--- config.mk ---
export PLATFORM = sky130hd
export DESIGN_NAME = swc_top
export DESIGN_NICKNAME = d
export VERILOG_FILES = /design/src/logic/swc_pkg.sv /design/src/logic/swc_top.sv
export SDC_FILE = /design/constraint.sdc
export NUM_CORES = 1
export LEC_CHECK = 0
export BUFFER_PORTS_ARGS = -buffer_cell sky130_fd_sc_hd__clkbuf_2
export CELL_PAD_IN_SITES_DETAIL_PLACEMENT = 1
export CELL_PAD_IN_SITES_GLOBAL_PLACEMENT = 1
export CORE_UTILIZATION = 42
export DETAILED_ROUTE_END_ITERATION = 7
export GPL_TIMING_DRIVEN = 0
export PLACE_DENSITY = 0.77
export SYNTH_ARGS = -nofsm -noshare
export SYNTH_HDL_FRONTEND = slang
export SYNTH_SLANG_ARGS = --single-unit
--- constraint.sdc ---
create_clock -name clk_in -period 2.63 [get_ports clk_in]
set_input_delay 0.526 -clock clk_in [delete_from_list [all_inputs] [get_ports clk_in]]
set_output_delay 0.526 -clock clk_in [all_outputs]
set_load 0.005 [all_outputs]
--- src/logic/swc_pkg.sv ---
// Operation
// - Writing one to bit 1 enters Power-Down; external interrupt or reset clears it.
// - Writing one to bit 0 enters Idle; interrupt or reset clears it.
// - Suspend needs key write then request write; otherwise hardware clears them.
// - Both request bits set enters Power-Down only; exit clears both.
// - Bits 3 and 2 are plain software flags without hardware effect.
// - Bit 6 selects the serial control upper field function.
// - Bit 7 doubles the serial baud rate when set.
// - After power-on, power warm-up runs first, then oscillator warm-up.
// - Power warm-up on 2MHz RC: 11ms, 1000 clocks after watchdog, 64 on wakeup.
// - Oscillator warm-up follows all resets and Power-Down wakeups except watchdog or overload reset outside Power-Down.
// - Crystal warm-up is 2^17, 2^14, 2^11 or 2^8 periods by select code.
// - Internal RC oscillator ignores select; warm-up is always 2^7 periods.
// - Source code 1110 selects crystal; every other code selects internal RC.
// - Range option 0 selects 2M-16M, 1 selects 400K-2M.
// - Reset pin option 0 makes the shared pin a reset input, 1 general I/O.
// - Low-voltage reset enable option, and level option picks level 1 or 2.
// - Watchdog enable option 0 disables, 1 enables the watchdog.
// - Watchdog-in-sleep option 1 keeps the watchdog running in Power-Down.
// - Overload action option 0 raises reset, 1 raises interrupt.
// - Only external interrupt or reset wakes Power-Down; clocks resume after warm-up.
`default_nettype none
package swc_pkg;
  // ==========================================
  // Register map
  localparam logic [7:0] PWRC_ADDR = 8'h87;
  localparam logic [7:0] KEY_ADDR = 8'h8e;
  localparam logic [7:0] PWRC_RESET = 8'h00;
  localparam logic [7:0] KEY_RESET = 8'h00;
  localparam logic [7:0] KEY_VALUE = 8'h55;
  localparam logic [7:0] RDATA_NONE = 8'h00;
  localparam int BIT_IDLE = 0;
  localparam int BIT_DOWN_REQ = 1;
  localparam int BIT_FLAG0 = 2;
  localparam int BIT_FLAG1 = 3;
  localparam int BIT_STAT_SEL = 6;
  localparam int BIT_BAUD = 7;

  // ==========================================
  // Code options
  localparam logic [3:0] OSC_XTAL_CODE = 4'he;
  localparam logic [1:0] WMT_LONGEST = 2'h0;
  localparam logic [1:0] WMT_LONGER = 2'h1;
  localparam logic [1:0] WMT_SHORTER = 2'h2;
  localparam logic [1:0] WMT_SHORTEST = 2'h3;
  localparam int EXP_LONGEST = 17;
  localparam int EXP_LONGER = 14;
  localparam int EXP_SHORTER = 11;
  localparam int EXP_SHORTEST = 8;
  localparam int EXP_RC = 7;

  // ==========================================
  // Power warm-up timing in 2MHz RC ticks
  localparam int PWR_LONG_MS = 11;
  localparam int RC_KHZ = 2000;
  localparam int PWR_LONG_TICKS = PWR_LONG_MS * RC_KHZ;
  localparam int PWR_DOG_TICKS = 1000;
  localparam int PWR_WAKE_TICKS = 64;
  localparam int PWR_W = 15;
  localparam int OSC_W = 18;

  // ==========================================
  // Sequencer states
  typedef enum logic [2:0] {
    SWC_RUN,
    SWC_IDLE,
    SWC_PDOWN,
    SWC_PWR_WARM,
    SWC_OSC_WARM
  } swc_state_t;
endpackage
`default_nettype wire

--- src/logic/swc_top.sv ---
// Added by the designer: the address-and-strobe port.
`timescale 1ns/1ps
`default_nettype none
module swc_top #(
  parameter int PWR_LONG = swc_pkg::PWR_LONG_TICKS,
  parameter int PWR_DOG = swc_pkg::PWR_DOG_TICKS,
  parameter int PWR_WAKE = swc_pkg::PWR_WAKE_TICKS,
  parameter int OSC_EXP_CUT = 0
) (
  input wire logic clk_in,
  input wire logic reset_n_in,
  input wire logic [7:0] addr_in,
  input wire logic [7:0] wdata_in,
  input wire logic wr_in,
  input wire logic rd_in,
  output logic [7:0] rdata_out,
  input wire logic rc_tick_in,
  input wire logic osc_tick_in,
  input wire logic shared_reset_pin_n_in,
  input wire logic low_voltage_reset_in,
  input wire logic watchdog_timer_reset_in,
  input wire logic overload_event_in,
  input wire logic ext_wake_in,
  input wire logic irq_in,
  input wire logic [3:0] osc_source_select_in,
  input wire logic [1:0] osc_warmup_select_in,
  input wire logic osc_range_select_in,
  input wire logic reset_pin_select_in,
  input wire logic lowvolt_reset_enable_in,
  input wire logic lowvolt_level_select_in,
  input wire logic watchdog_enable_opt_in,
  input wire logic watchdog_in_sleep_opt_in,
  input wire logic overload_action_select_in,
  output logic cpu_clk_en_out,
  output logic periph_clk_en_out,
  output logic osc_enable_out,
  output logic cpu_reset_out,
  output logic baud_double_out,
  output logic serial_status_select_out,
  output logic xtal_mode_out,
  output logic osc_range_low_out,
  output logic reset_pin_is_io_out,
  output logic lowvolt_enable_out,
  output logic lowvolt_level_out,
  output logic watchdog_run_out,
  output logic overload_reset_out,
  output logic overload_irq_out
);
  // ==========================================
  // Register file
  swc_pkg::swc_state_t state_q, state_d;
  logic [1:0] req_q;
  logic [3:0] ctrl_q;
  logic [7:0] key_q;
  logic key_fresh_q;
  logic [7:0] rdata_q;
  logic [swc_pkg::PWR_W-1:0] pwr_cnt_q, pwr_len;
  logic [swc_pkg::OSC_W-1:0] osc_cnt_q, osc_len;
  logic osc_need_q, osc_need_d, hold_rst_q, hold_rst_d;
  logic ctrl_wr, key_wr, enter_ok, leave_run;
  logic long_evt, dog_evt, rst_evt, wake_evt, pwr_load;
  logic xtal;
  int osc_exp;

  assign ctrl_wr = wr_in && (addr_in == swc_pkg::PWRC_ADDR);
  assign key_wr = wr_in && (addr_in == swc_pkg::KEY_ADDR);

  // Reset sources gated by their options
  assign long_evt = (!reset_pin_select_in && !shared_reset_pin_n_in)
    || (lowvolt_reset_enable_in && low_voltage_reset_in);
  assign dog_evt = (watchdog_run_out && watchdog_timer_reset_in)
    || (!overload_action_select_in && overload_event_in);
  assign rst_evt = long_evt || dog_evt;
  assign wake_evt = (state_q == swc_pkg::SWC_PDOWN) && ext_wake_in;

  // Key then request in consecutive cycles
  assign enter_ok = ctrl_wr && key_fresh_q && (key_q == swc_pkg::KEY_VALUE)
    && (|wdata_in[swc_pkg::BIT_DOWN_REQ:swc_pkg::BIT_IDLE])
    && (state_q == swc_pkg::SWC_RUN) && !rst_evt;

  // Oscillator warm-up length
  assign xtal = (osc_source_select_in == swc_pkg::OSC_XTAL_CODE);
  always_comb begin
    if (!xtal) begin
      osc_exp = swc_pkg::EXP_RC;
    end else begin
      unique case (osc_warmup_select_in)
        swc_pkg::WMT_LONGEST: osc_exp = swc_pkg::EXP_LONGEST;
        swc_pkg::WMT_LONGER: osc_exp = swc_pkg::EXP_LONGER;
        swc_pkg::WMT_SHORTER: osc_exp = swc_pkg::EXP_SHORTER;
        swc_pkg::WMT_SHORTEST: osc_exp = swc_pkg::EXP_SHORTEST;
      endcase
    end
    osc_len = swc_pkg::OSC_W'(1) << (osc_exp - OSC_EXP_CUT);
  end

  // ==========================================
  // Sequencer next state
  always_comb begin
    state_d = state_q;
    osc_need_d = osc_need_q;
    hold_rst_d = hold_rst_q;
    pwr_load = 1'b0;
    pwr_len = swc_pkg::PWR_W'(PWR_LONG);
    if (long_evt) begin
      state_d = swc_pkg::SWC_PWR_WARM;
      pwr_load = 1'b1;
      osc_need_d = 1'b1;
      hold_rst_d = 1'b1;
    end else if (dog_evt) begin
      state_d = swc_pkg::SWC_PWR_WARM;
      pwr_load = 1'b1;
      pwr_len = swc_pkg::PWR_W'(PWR_DOG);
      osc_need_d = (state_q == swc_pkg::SWC_PDOWN);
      hold_rst_d = 1'b1;
    end else begin
      unique case (state_q)
        swc_pkg::SWC_RUN: begin
          if (enter_ok && wdata_in[swc_pkg::BIT_DOWN_REQ]) begin
            state_d = swc_pkg::SWC_PDOWN;
          end else if (enter_ok) begin
            state_d = swc_pkg::SWC_IDLE;
          end
        end
        swc_pkg::SWC_IDLE: begin
          if (irq_in) begin
            state_d = swc_pkg::SWC_RUN;
          end
        end
        swc_pkg::SWC_PDOWN: begin
          if (wake_evt) begin
            state_d = swc_pkg::SWC_PWR_WARM;
            pwr_load = 1'b1;
            pwr_len = swc_pkg::PWR_W'(PWR_WAKE);
            osc_need_d = 1'b1;
            hold_rst_d = 1'b0;
          end
        end
        swc_pkg::SWC_PWR_WARM: begin
          if (rc_tick_in && pwr_cnt_q <= swc_pkg::PWR_W'(1)) begin
            state_d = osc_need_q ? swc_pkg::SWC_OSC_WARM : swc_pkg::SWC_RUN;
          end
        end
        swc_pkg::SWC_OSC_WARM: begin
          if (osc_tick_in && osc_cnt_q <= swc_pkg::OSC_W'(1)) begin
            state_d = swc_pkg::SWC_RUN;
          end
        end
      endcase
    end
  end
  assign leave_run = (state_d == swc_pkg::SWC_RUN) && (state_q != swc_pkg::SWC_RUN);

  // State and reset hold
  always_ff @(posedge clk_in) begin
    if (!reset_n_in) begin
      state_q <= swc_pkg::SWC_PWR_WARM;
      osc_need_q <= 1'b1;
      hold_rst_q <= 1'b1;
    end else begin
      state_q <= state_d;
      osc_need_q <= osc_need_d;
      hold_rst_q <= leave_run ? 1'b0 : hold_rst_d;
    end
  end

  // Power warm-up counter on RC ticks
  always_ff @(posedge clk_in) begin
    if (!reset_n_in) begin
      pwr_cnt_q <= swc_pkg::PWR_W'(PWR_LONG);
    end else if (pwr_load) begin
      pwr_cnt_q <= pwr_len;
    end else if (state_q == swc_pkg::SWC_PWR_WARM && rc_tick_in) begin
      pwr_cnt_q <= pwr_cnt_q - swc_pkg::PWR_W'(1);
    end
  end

  // Oscillator warm-up counter on oscillator periods
  always_ff @(posedge clk_in) begin
    if (!reset_n_in) begin
      osc_cnt_q <= '0;
    end else if (state_d == swc_pkg::SWC_OSC_WARM && state_q != swc_pkg::SWC_OSC_WARM) begin
      osc_cnt_q <= osc_len;
    end else if (state_q == swc_pkg::SWC_OSC_WARM && osc_tick_in) begin
      osc_cnt_q <= osc_cnt_q - swc_pkg::OSC_W'(1);
    end
  end

  // ==========================================
  // Request bits
  always_ff @(posedge clk_in) begin
    if (!reset_n_in || rst_evt || leave_run) begin
      req_q <= swc_pkg::PWRC_RESET[1:0];
    end else if (ctrl_wr && state_q == swc_pkg::SWC_RUN) begin
      req_q <= wdata_in[swc_pkg::BIT_DOWN_REQ:swc_pkg::BIT_IDLE];
    end else if (state_q == swc_pkg::SWC_RUN) begin
      req_q <= swc_pkg::PWRC_RESET[1:0];
    end
  end

  // Plain control bits: flags, status select, baud double
  always_ff @(posedge clk_in) begin
    if (!reset_n_in || rst_evt) begin
      ctrl_q <= swc_pkg::PWRC_RESET[3:0];
    end else if (ctrl_wr) begin
      ctrl_q <= {wdata_in[swc_pkg::BIT_BAUD], wdata_in[swc_pkg::BIT_STAT_SEL],
        wdata_in[swc_pkg::BIT_FLAG1], wdata_in[swc_pkg::BIT_FLAG0]};
    end
  end

  // Suspend key
  always_ff @(posedge clk_in) begin
    if (!reset_n_in || rst_evt || leave_run) begin
      key_q <= swc_pkg::KEY_RESET;
      key_fresh_q <= 1'b0;
    end else begin
      key_fresh_q <= key_wr;
      if (key_wr) begin
        key_q <= wdata_in;
      end else if (key_fresh_q && !ctrl_wr && state_q == swc_pkg::SWC_RUN) begin
        key_q <= swc_pkg::KEY_RESET;
      end
    end
  end

  // Read data, one cycle after the strobe
  always_ff @(posedge clk_in) begin
    if (!reset_n_in || !rd_in) begin
      rdata_q <= swc_pkg::RDATA_NONE;
    end else if (addr_in == swc_pkg::PWRC_ADDR) begin
      rdata_q <= {ctrl_q[3:2], 2'h0, ctrl_q[1:0], req_q};
    end else if (addr_in == swc_pkg::KEY_ADDR) begin
      rdata_q <= key_q;
    end else begin
      rdata_q <= swc_pkg::RDATA_NONE;
    end
  end
  assign rdata_out = rdata_q;

  // ==========================================
  // Registered outputs
  always_ff @(posedge clk_in) begin
    if (!reset_n_in) begin
      cpu_clk_en_out <= 1'b0;
      periph_clk_en_out <= 1'b0;
      osc_enable_out <= 1'b1;
      cpu_reset_out <= 1'b1;
    end else begin
      cpu_clk_en_out <= (state_d == swc_pkg::SWC_RUN);
      periph_clk_en_out <= (state_d == swc_pkg::SWC_RUN) || (state_d == swc_pkg::SWC_IDLE);
      osc_enable_out <= (state_d != swc_pkg::SWC_PDOWN);
      cpu_reset_out <= (state_d != swc_pkg::SWC_RUN) && hold_rst_d;
    end
  end

  // Option and control outputs
  always_ff @(posedge clk_in) begin
    if (!reset_n_in) begin
      baud_double_out <= 1'b0;
      serial_status_select_out <= 1'b0;
      xtal_mode_out <= 1'b0;
      osc_range_low_out <= 1'b0;
      reset_pin_is_io_out <= 1'b0;
      lowvolt_enable_out <= 1'b0;
      lowvolt_level_out <= 1'b0;
      watchdog_run_out <= 1'b0;
      overload_reset_out <= 1'b0;
      overload_irq_out <= 1'b0;
    end else begin
      baud_double_out <= ctrl_q[3];
      serial_status_select_out <= ctrl_q[2];
      xtal_mode_out <= xtal;
      osc_range_low_out <= osc_range_select_in;
      reset_pin_is_io_out <= reset_pin_select_in;
      lowvolt_enable_out <= lowvolt_reset_enable_in;
      lowvolt_level_out <= lowvolt_level_select_in;
      watchdog_run_out <= watchdog_enable_opt_in
        && (state_d != swc_pkg::SWC_PDOWN || watchdog_in_sleep_opt_in);
      overload_reset_out <= overload_event_in && !overload_action_select_in;
      overload_irq_out <= overload_event_in && overload_action_select_in;
    end
  end
endmodule
`default_nettype wire

# ---- Yosys cells after proc, flatten, opt, wreduce, memory -nomap -nowiden
# Cells that the tools add are included.
dict set report totals {
  register_bits 75
  input_bits 41
  output_inout_bits 22
  elab_cells 140
}
dict set report classes {
  addsub 2
  n_lt_le_gt_ge 2
  eq_ne 15
  n_shift 1
  muxes 38
  bitwise_logic 2
  n_reduce_logical 55
}
# operator n
set ops {}
lappend ops {{case mux 32 bit (4 select lines)} 1}
lappend ops {{two-way mux 15 bit} 6}
lappend ops {{two-way mux 18 bit} 2}
lappend ops {{two-way mux 32 bit} 1}
lappend ops {{two-way mux 8 bit} 4}
lappend ops {{left shift 1 x 32 -> 18 bit, first input constant} 1}
lappend ops {{two-way mux 3 bit} 9}
lappend ops {{logical AND 1 bit} 25}
lappend ops {{less-or-equal comparator 18 x 1 -> 1 bit, second input constant} 1}
lappend ops {{subtractor 18 x 1 -> 18 bit, second input constant} 1}
lappend ops {{== test 8 bit, second input constant} 2}
lappend ops {{less-or-equal comparator 15 x 1 -> 1 bit, second input constant} 1}
lappend ops {{case mux 3 bit (5 select lines)} 1}
lappend ops {{subtractor 15 x 1 -> 15 bit, second input constant} 1}
lappend ops {{two-way mux 1 bit} 12}
lappend ops {{nonzero test 2 bit} 6}
lappend ops {{== test 8 x 7 -> 1 bit, second input constant} 1}
lappend ops {{logical OR 1 bit} 8}
lappend ops {{logical NOT 1 bit} 7}
lappend ops {{== test 3 x 1 -> 1 bit, second input constant} 2}
lappend ops {{== test 3 x 2 -> 1 bit, second input constant} 2}
lappend ops {{== test 3 bit, second input constant} 2}
lappend ops {{logical NOT 3 bit} 2}
lappend ops {{nonzero test 3 bit} 2}
lappend ops {{other kinds (11)} 15}

# ---- Longest topological paths before layout
# Gate-level depths: netlist (run 1).
dict set report depth {
  depth_word 15
  depth_mapped 8
  ltp_nobuf 7
}

# ---- Worst setup path after synthesis (run 1)
# No wires, ideal clock.
dict set report synth_timing {
  kind {input-to-reg}
  start {input port addr_in[4]}
  end {register osc_enable_out}
  setup_ns 0.127
  t_arrival_ns 2.293
  required_ns 2.503
  path_slack_ns 0.210
  stages 6
  n_path_buf 0
  path_cell_list {and4bb_2 nand4b_1 or4_1 a32oi_4 nor2_1 or3b_1}
}
dict set report synth_between {
  elab_chain_len 13
  elab_cells_between_ends 14
  cone_classes {eq/ne: 2; mux: 5; reduce/logical: 7}
}
# item line_no
set synth_rtl {}
lappend synth_rtl {{from (decl)} swc_top.sv:12} ;# input wire logic [7:0] addr_in,
lappend synth_rtl {{== test 8 bit (*)} swc_top.sv:65} ;# assign ctrl_wr = wr_in && (addr_in == swc_pkg::PWRC_ADDR);
lappend synth_rtl {{logical AND 1 bit (*)} swc_top.sv:65}
lappend synth_rtl {{logical AND 1 bit (*) (2 in a row)} swc_top.sv:77} ;# assign enter_ok = ctrl_wr && key_fresh_q && (key_q == swc_pkg::KEY_VALUE)
lappend synth_rtl {{logical AND 1 bit (*)} swc_top.sv:78} ;# && (|wdata_in[swc_pkg::BIT_DOWN_REQ:swc_pkg::BIT_IDLE])
lappend synth_rtl {{logical AND 1 bit (*) (2 in a row)} swc_top.sv:79} ;# && (state_q == swc_pkg::SWC_RUN) && !rst_evt;
lappend synth_rtl {{two-way mux 3 bit / logical AND 1 bit (equally long branches)} {swc_top.sv:121, swc_top.sv:119}}
lappend synth_rtl {{two-way mux 3 bit (*)} swc_top.sv:119} ;# if (enter_ok && wdata_in[swc_pkg::BIT_DOWN_REQ]) begin
lappend synth_rtl {{case mux 3 bit (5 select lines) (*)} swc_top.sv:117} ;# unique case (state_q)
lappend synth_rtl {{two-way mux 3 bit (*)} swc_top.sv:110} ;# end else if (dog_evt) begin
lappend synth_rtl {{two-way mux 3 bit (*)} swc_top.sv:105} ;# if (long_evt) begin
lappend synth_rtl {{!= test 3 x 2 -> 1 bit (*)} swc_top.sv:251} ;# osc_enable_out <= (state_d != swc_pkg::SWC_PDOWN);
lappend synth_rtl {{to (signal assigned)} swc_top.sv:251}
lappend synth_rtl {{to (decl)} swc_top.sv:36} ;# output logic osc_enable_out,
# Every way passes the cells marked *; elsewhere a longest branch is shown, timed or not.
# A chain may end at the register's enable or synchronous reset.

# ---- Worst setup path in the final report (run 1)
dict set report layout_timing {
  start {register key_q[1]}
  end {register osc_enable_out}
}
dict set report layout_between {
  elab_chain_len 11
  elab_cells_between_ends 12
  cone_classes {eq/ne: 2; mux: 5; reduce/logical: 5}
}
# item line_no
set layout_rtl {}
lappend layout_rtl {{from (decl)} swc_top.sv:54} ;# logic [7:0] key_q;
lappend layout_rtl {{from (signal assigned)} swc_top.sv:214} ;# key_q <= swc_pkg::KEY_RESET;
lappend layout_rtl {{from (signal assigned)} swc_top.sv:219} ;# key_q <= wdata_in;
lappend layout_rtl {{from (signal assigned)} swc_top.sv:221} ;# key_q <= swc_pkg::KEY_RESET;
lappend layout_rtl {{== test 8 x 7 -> 1 bit (*)} swc_top.sv:77}
lappend layout_rtl {{logical AND 1 bit (*)} swc_top.sv:77}
lappend layout_rtl {{logical AND 1 bit (*)} swc_top.sv:78}
lappend layout_rtl {{logical AND 1 bit (*) (2 in a row)} swc_top.sv:79}
lappend layout_rtl {{two-way mux 3 bit / logical AND 1 bit (equally long branches)} {swc_top.sv:121, swc_top.sv:119}}
lappend layout_rtl {{two-way mux 3 bit (*)} swc_top.sv:119}
lappend layout_rtl {{case mux 3 bit (5 select lines) (*)} swc_top.sv:117}
lappend layout_rtl {{two-way mux 3 bit (*)} swc_top.sv:110}
lappend layout_rtl {{two-way mux 3 bit (*)} swc_top.sv:105}
lappend layout_rtl {{!= test 3 x 2 -> 1 bit (*)} swc_top.sv:251}
# Marks and branches as above.

==> results of run 1 <==
worst reg2reg max path: cells and delay by family (launching register included):
kind / cells / cell delay [ns]
compound gates: 2 / 0.48
simple gates: 4 / 1.52
flops: 1 / 0.34
power by group:
group	leakage [nW]	internal [mW]	switching (mW)
Clock	0.117	0.553	0.499
Combinational	0.891	0.0700	0.106
Sequential	0.608	1.15	0.0171
Yosys cell counts (all sizes together), types with 8 or more instances:
cell    n  area (sq um)
nor3   12          60.1
nand2  29           109
xnor2   9          78.8
inv    15          56.3
dfxtp  75          1500
a22oi   9          67.6
a22o    8          70.1
nand3  23           128
a21oi  15          75.1
and2   13          81.3
nor4   13          81.3
nor2   53           199
o21ai  14          70.1
per-layer routing:
metal | share of wire | track usage | up-vias
met5 | 0 | 0 | -
met4 | 0.015 | 0.0833 | 0
met3 | 0.043 | 0.0398 | 13
met2 | 0.49 | 0.381 | 60
met1 | 0.46 | 0.299 | 1567
li1 | - | - | 1582
cell families (layout without fill, tap and decap cells):
family | after synthesis | in the layout | share of synthesized area
and+or+nand+nor | 190 | 190 | 0.293
AOI/OAI and AO/OA | 80 | 80 | 0.175
DFF | 75 | 75 | 0.431
buffers and inverters | 24 | 102 | 0.0295
xor gates and xnor gates | 14 | 14 | 0.0352
adders and majority gates | 7 | 7 | 0.0252
muxes | 4 | 4 | 0.0115
flip-flops by register name, indices dropped and copies added (netlist names), 2 cells and up:
name,count
osc_cnt_q,18
pwr_cnt_q,15
key_q,8
rdata_out,8
ctrl_q,4
state_q,3
req_q,2
area by class of cell:
class | instances | share of cell area
buffer | 9 | 0.0114
clock buffer | 9 | 0.0298
clock inverter | 7 | 0.0256
inverter | 15 | 0.0135
multi-input combinational | 295 | 0.453
sequential | 75 | 0.361
tap | 102 | 0.0307
timing repair buffer | 62 | 0.0747
worst paths after layout:
check	start	end	slack, ns	cells past startpoint
setup / recovery	key_q[1]	osc_enable_out	0.16	6
hold reg to reg	req_q[1]	req_q[1]	0.48	2
hold / removal	overload_action_select_in	overload_reset_out	0.33	2
setup reg to reg	key_q[1]	osc_enable_out	0.16	6
metrics by stage:
step | TNS (ns) | power, mW | setup WS [ns]
floorplan | 0 | 1.29 | 0.210
global placement | -0.176 | 1.36 | -0.127
detailed placement | -0.437 | 1.37 | -0.191
CTS | 0 | 2.42 | 0.118
global route | 0 | 2.49 | 0.0262
finish | 0 | 2.40 | 0.159
==> impl_metrics.json, run 1 <==
{
  "slew_headroom": 0.370,
  "drtAntennaViolNets": 0,
  "power_leakage_nw": 1.62,
  "clockBufferDepth": 2,
  "tightest_slew_ns": 0.938,
  "diodes": 0,
  "vias": 3222,
  "layout.nets": 515,
  "synth.distinct_cells": 58,
  "postSynth.asyncResetShare": 0,
  "synthCells": 394,
  "cp-start-kind": "flip-flop",
  "skew_ns": 0.0117,
  "worstPathMaxFanout": 6,
  "final_cell_mix": "dfxtp_1, clkbuf_2, nor2_1, nand2_1, nand3_1",
  "hold_viol_final": 0,
  "cts_resized": 0,
  "cpPeakStageDelay_ns": 0.56,
  "io_pins": 63,
  "setup_viol": 0,
  "path_cells": "nor4b_1 -> o2111ai_1 -> or4_1 -> a32oi_4 -> nor2_1 -> or3b_1",
  "fp.dieW_um": 93.0,
  "area_growth_pct": 19.4,
  "final.min_clock_period_ns": 2.47,
  "port-buffer-count": 62,
  "synth_seq_cells": 75,
  "cts.sinks": 75,
  "gp_congestion": 0.839,
  "wl_mm": 9.49,
  "finalCritPeriodShare": 0.939,
  "grt_pass1_wl_mm": 15.4,
  "final_cell_area_sq_um": 4160,
  "clkLatencyLatePin_ns": 0.37,
  "cts_made_buffers": 9,
  "synth_seq_area_share": 0.431,
  "status": "finished, final reports clean",
  "synth_flop_cell": "dfxtp_1",
  "start_util": 0.441,
  "maxSlewViolCount": 0,
  "dp_hpwl_mm": 7.07,
  "path_class": "reg2reg",
  "p_per_area_nw_per_um2": 577,
  "synth_area_sq_um": 3480,
  "fin_util": 0.527,
  "rsz0062_at_grt": "false",
  "hold_path_class": "in2reg",
  "cp.buffers_inverters": 0,
  "cp.arrival_ns": 2.71,
  "layout-drive-gt1-share": 0.212,
  "crit_path_end_kind": "flip-flop",
  "avgSynthCellArea_sq_um": 8.83,
  "grtUsageTotal": 0.230,
  "dp.cells": 558,
  "grt_pass1_vias": 3157,
  "drv_cap": 0,
  "firstDrtPassIters": 4,
  "synth-edff-count": 0,
  "grt_overflow": 0,
  "yosysWarnings": 0,
  "routed_via_density": 5.61,
  "die_area_sq_um": 8660,
  "timing.critical_path.required_ns": 2.87,
  "n_fill_cell": 980,
  "cts_tree": "yes",
  "post_cts_buffers": 0,
  "die_y_um": 93.0,
  "clk_pin_slew_worst_paths_ns": 0.09,
  "vdd_drop_max_uv": 256,
  "cp_slowest_cell": "or4_1",
  "grt_max_degree": 16,
  "drt-initial-drc-count": 106,
  "timing.fmax_ghz": 0.405,
  "syn-num-nets": 442,
  "timing.hold.ws_ns": 0.331,
  "multi_input_area_sq_um": 1880,
  "drc": 0,
  "place_area_sq_um": 3920,
  "postCtsHoldBufs": 0,
  "antenna_found_initial": 0,
  "final_common_cell": "dfxtp_1",
  "core_area_sq_um": 7890,
  "post_drt_wl_per_cell_um": 16.5,
  "h-tree-depth": 3,
  "fin_cells": 574,
  "cpLargestDelayFamily": "simple AND/OR/NAND/NOR gates",
  "final-seq-area_sq_um": 1500,
  "num_rows": 32,
  "root_buffer": "clkbuf_8"
}
(Power assumes the default switching activity.)
==> run 2, diff against run 1 <==
==> constraint.sdc (replaced) <==
create_clock -name clk_in -period 2.49 [get_ports clk_in]
set_input_delay 0.498 -clock clk_in [delete_from_list [all_inputs] [get_ports clk_in]]
set_output_delay 0.498 -clock clk_in [all_outputs]
set_load 0.005 [all_outputs]
==> run 2 against run 1 <==
Non-clock buffer count rose by 1. Clock skew rose by 0.0015 ns. Count of clock-buffer cells in the layout did not move. Wire length fell by 0.31%. Critical path type unchanged. Highest routed layer unchanged. Largest power group unchanged.
==> impl_metrics.json, run 2 (synthesis gave the netlist of run 1 again) <==
{
  "wl_mm": 9.46,
  "cts.sinks": 75,
  "worstReg2RegEnd": "osc_enable_out",
  "power_leakage_nw": 1.63,
  "timing.critical_path.required_ns": 2.73,
  "timing.fmax_ghz": 0.414,
  "final_cell_mix": "dfxtp_1, clkbuf_2, nor2_1, nand2_1, nand3_1",
  "area_growth_pct": 20.8,
  "cp-start-kind": "flip-flop",
  "path_class": "reg2reg",
  "gp_congestion": 0.839,
  "vias": 3211,
  "layout.nets": 516,
  "hold_path_class": "in2reg",
  "dp_hpwl_mm": 7.07,
  "fp.dieW_um": 93.0,
  "routed_via_density": 5.58,
  "slew_headroom": 0.414,
  "die_y_um": 93.0,
  "h-tree-depth": 3,
  "tightest_slew_ns": 0.872,
  "holdPathStages": 2,
  "port-buffer-count": 62,
  "final.min_clock_period_ns": 2.42,
  "reg_top3": "osc_cnt_q x18, pwr_cnt_q x15",
  "hp-start": "overload_action_select_in",
  "root_buffer": "clkbuf_8",
  "clk_pin_slew_worst_paths_ns": 0.09,
  "rrSetupSlack_ns": 0.07,
  "cts_tree": "yes",
  "largest_register_ffs": 18,
  "met2_length_mm": 4.61,
  "met1_length_mm": 4.42,
  "final_common_cell": "dfxtp_1",
  "reg2reg_from": "osc_cnt_q[10]",
  "fin_cells": 575,
  "die_area_sq_um": 8660,
  "grtUsageTotal": 0.229,
  "grt_overflow": 0,
  "worstPathMaxFanout": 6,
  "grt_pass1_vias": 3157,
  "final_cell_area_sq_um": 4210,
  "status": "finished, final reports clean",
  "diodes": 0,
  "drt-initial-drc-count": 143,
  "cp.arrival_ns": 2.65,
  "antenna_found_initial": 0,
  "drv_cap": 0,
  "highest-signal-layer": "met4",
  "grt_max_degree": 16,
  "largest_register": "osc_cnt_q",
  "start_util": 0.441,
  "maxSlewViolCount": 0,
  "hold_viol_final": 0,
  "clockBufferDepth": 2,
  "min_to": "overload_reset_out",
  "fin_util": 0.533,
  "drc": 0,
  "firstDrtPassIters": 4,
  "layout-drive-gt1-share": 0.224,
  "place_area_sq_um": 3920,
  "skew_ns": 0.0132,
  "place_ws_ns": -0.303,
  "cts_made_buffers": 9,
  "drtAntennaViolNets": 0,
  "p_per_area_nw_per_um2": 603,
  "crit_start": "osc_cnt_q[10]",
  "clkLatencyLatePin_ns": 0.36,
  "post_drt_wl_per_cell_um": 16.4,
  "io_pins": 63,
  "grt_pass1_wl_mm": 15.3,
  "postCtsHoldBufs": 0,
  "finalCritPeriodShare": 0.971,
  "core_area_sq_um": 7890,
  "num_rows": 32,
  "crit_path_end_kind": "flip-flop",
  "fin_ws_ns": 0.0720,
  "n_fill_cell": 976,
  "vdd_drop_max_uv": 272,
  "setup_viol": 0,
  "r2r_cells": 5,
  "wl_met3_um": 287,
  "dp.cells": 558
}
## run 2: cell count changes in the layout (fill, tap and decap cells not counted)
| cell | change |
|---|---|
| buf_12 | +1 |
| clkbuf_1 | -1 |
| clkbuf_2 | +1 |
| nand3_1 | -1 |
| nand3_2 | +1 |
| nor2_1 | -1 |
| nor2_2 | +1 |
| nor4_1 | -1 |
| nor4_2 | +1 |
| nor4b_1 | -1 |
| nor4b_4 | +1 |
## run 2: power by group
part	switching, mW	internal, mW	total [mW]	leakage [nW]
Clock	0.524	0.584	1.11	0.117
Combinational	0.114	0.0781	0.192	0.906
Sequential	0.0178	1.22	1.24	0.608
## run 2: worst max path at each step
| stage | end | slack (ns) | depth (start not counted) |
|---|---|---|---|
| finish | osc_enable_out | 0.07 | 5 |
| global route | osc_cnt_q[17] | -0.007 | 8 |
| CTS | osc_cnt_q[17] | 0.02 | 7 |
| detailed placement | osc_enable_out | -0.30 | 6 |
| global placement | osc_enable_out | -0.24 | 6 |
| floorplan | osc_enable_out | 0.1 | 6 |
## run 2: per-layer routing
metal,global-route usage,vias to the layer above
li1,-,1585
met1,0.299,1556
met2,0.379,58
met3,0.0398,12
met4,0.0833,0
met5,0,-
## run 2: through the flow
stage / power, mW / TNS [ns] / hold slack [ns]
floorplan: 1.36 / 0 / 0.426
global placement: 1.44 / -0.620 / 0.453
detailed placement: 1.45 / -1.39 / 0.462
CTS: 2.55 / 0 / 0.297
global route: 2.64 / -0.0114 / 0.301
finish: 2.54 / 0 / 0.310
## run 2: what timing repair did
item	CTS	global route
buffers inserted	0	1
gates resized for setup	1	8
setup endpoints to repair	1	26
pin swaps	0	1
## run 2: worst max-delay path: stages, from the launching register on
cell	delay [ns]
dfxtp_1	0.36
or4_4	0.58
or4_4	0.46
o31ai_4	0.26
nand3_1	0.20
or3b_1	0.44
## run 2: layout make-up
class / count / area, sq um / share of cell area
multi-input combinational: 295 / 1910 / 0.454
timing repair buffer: 63 / 330 / 0.0785
buffer: 9 / 48.8 / 0.0116
clock inverter: 7 / 106 / 0.0253
tap: 102 / 128 / 0.0303
clock buffer: 9 / 124 / 0.0294
sequential: 75 / 1500 / 0.357
inverter: 15 / 56.3 / 0.0134
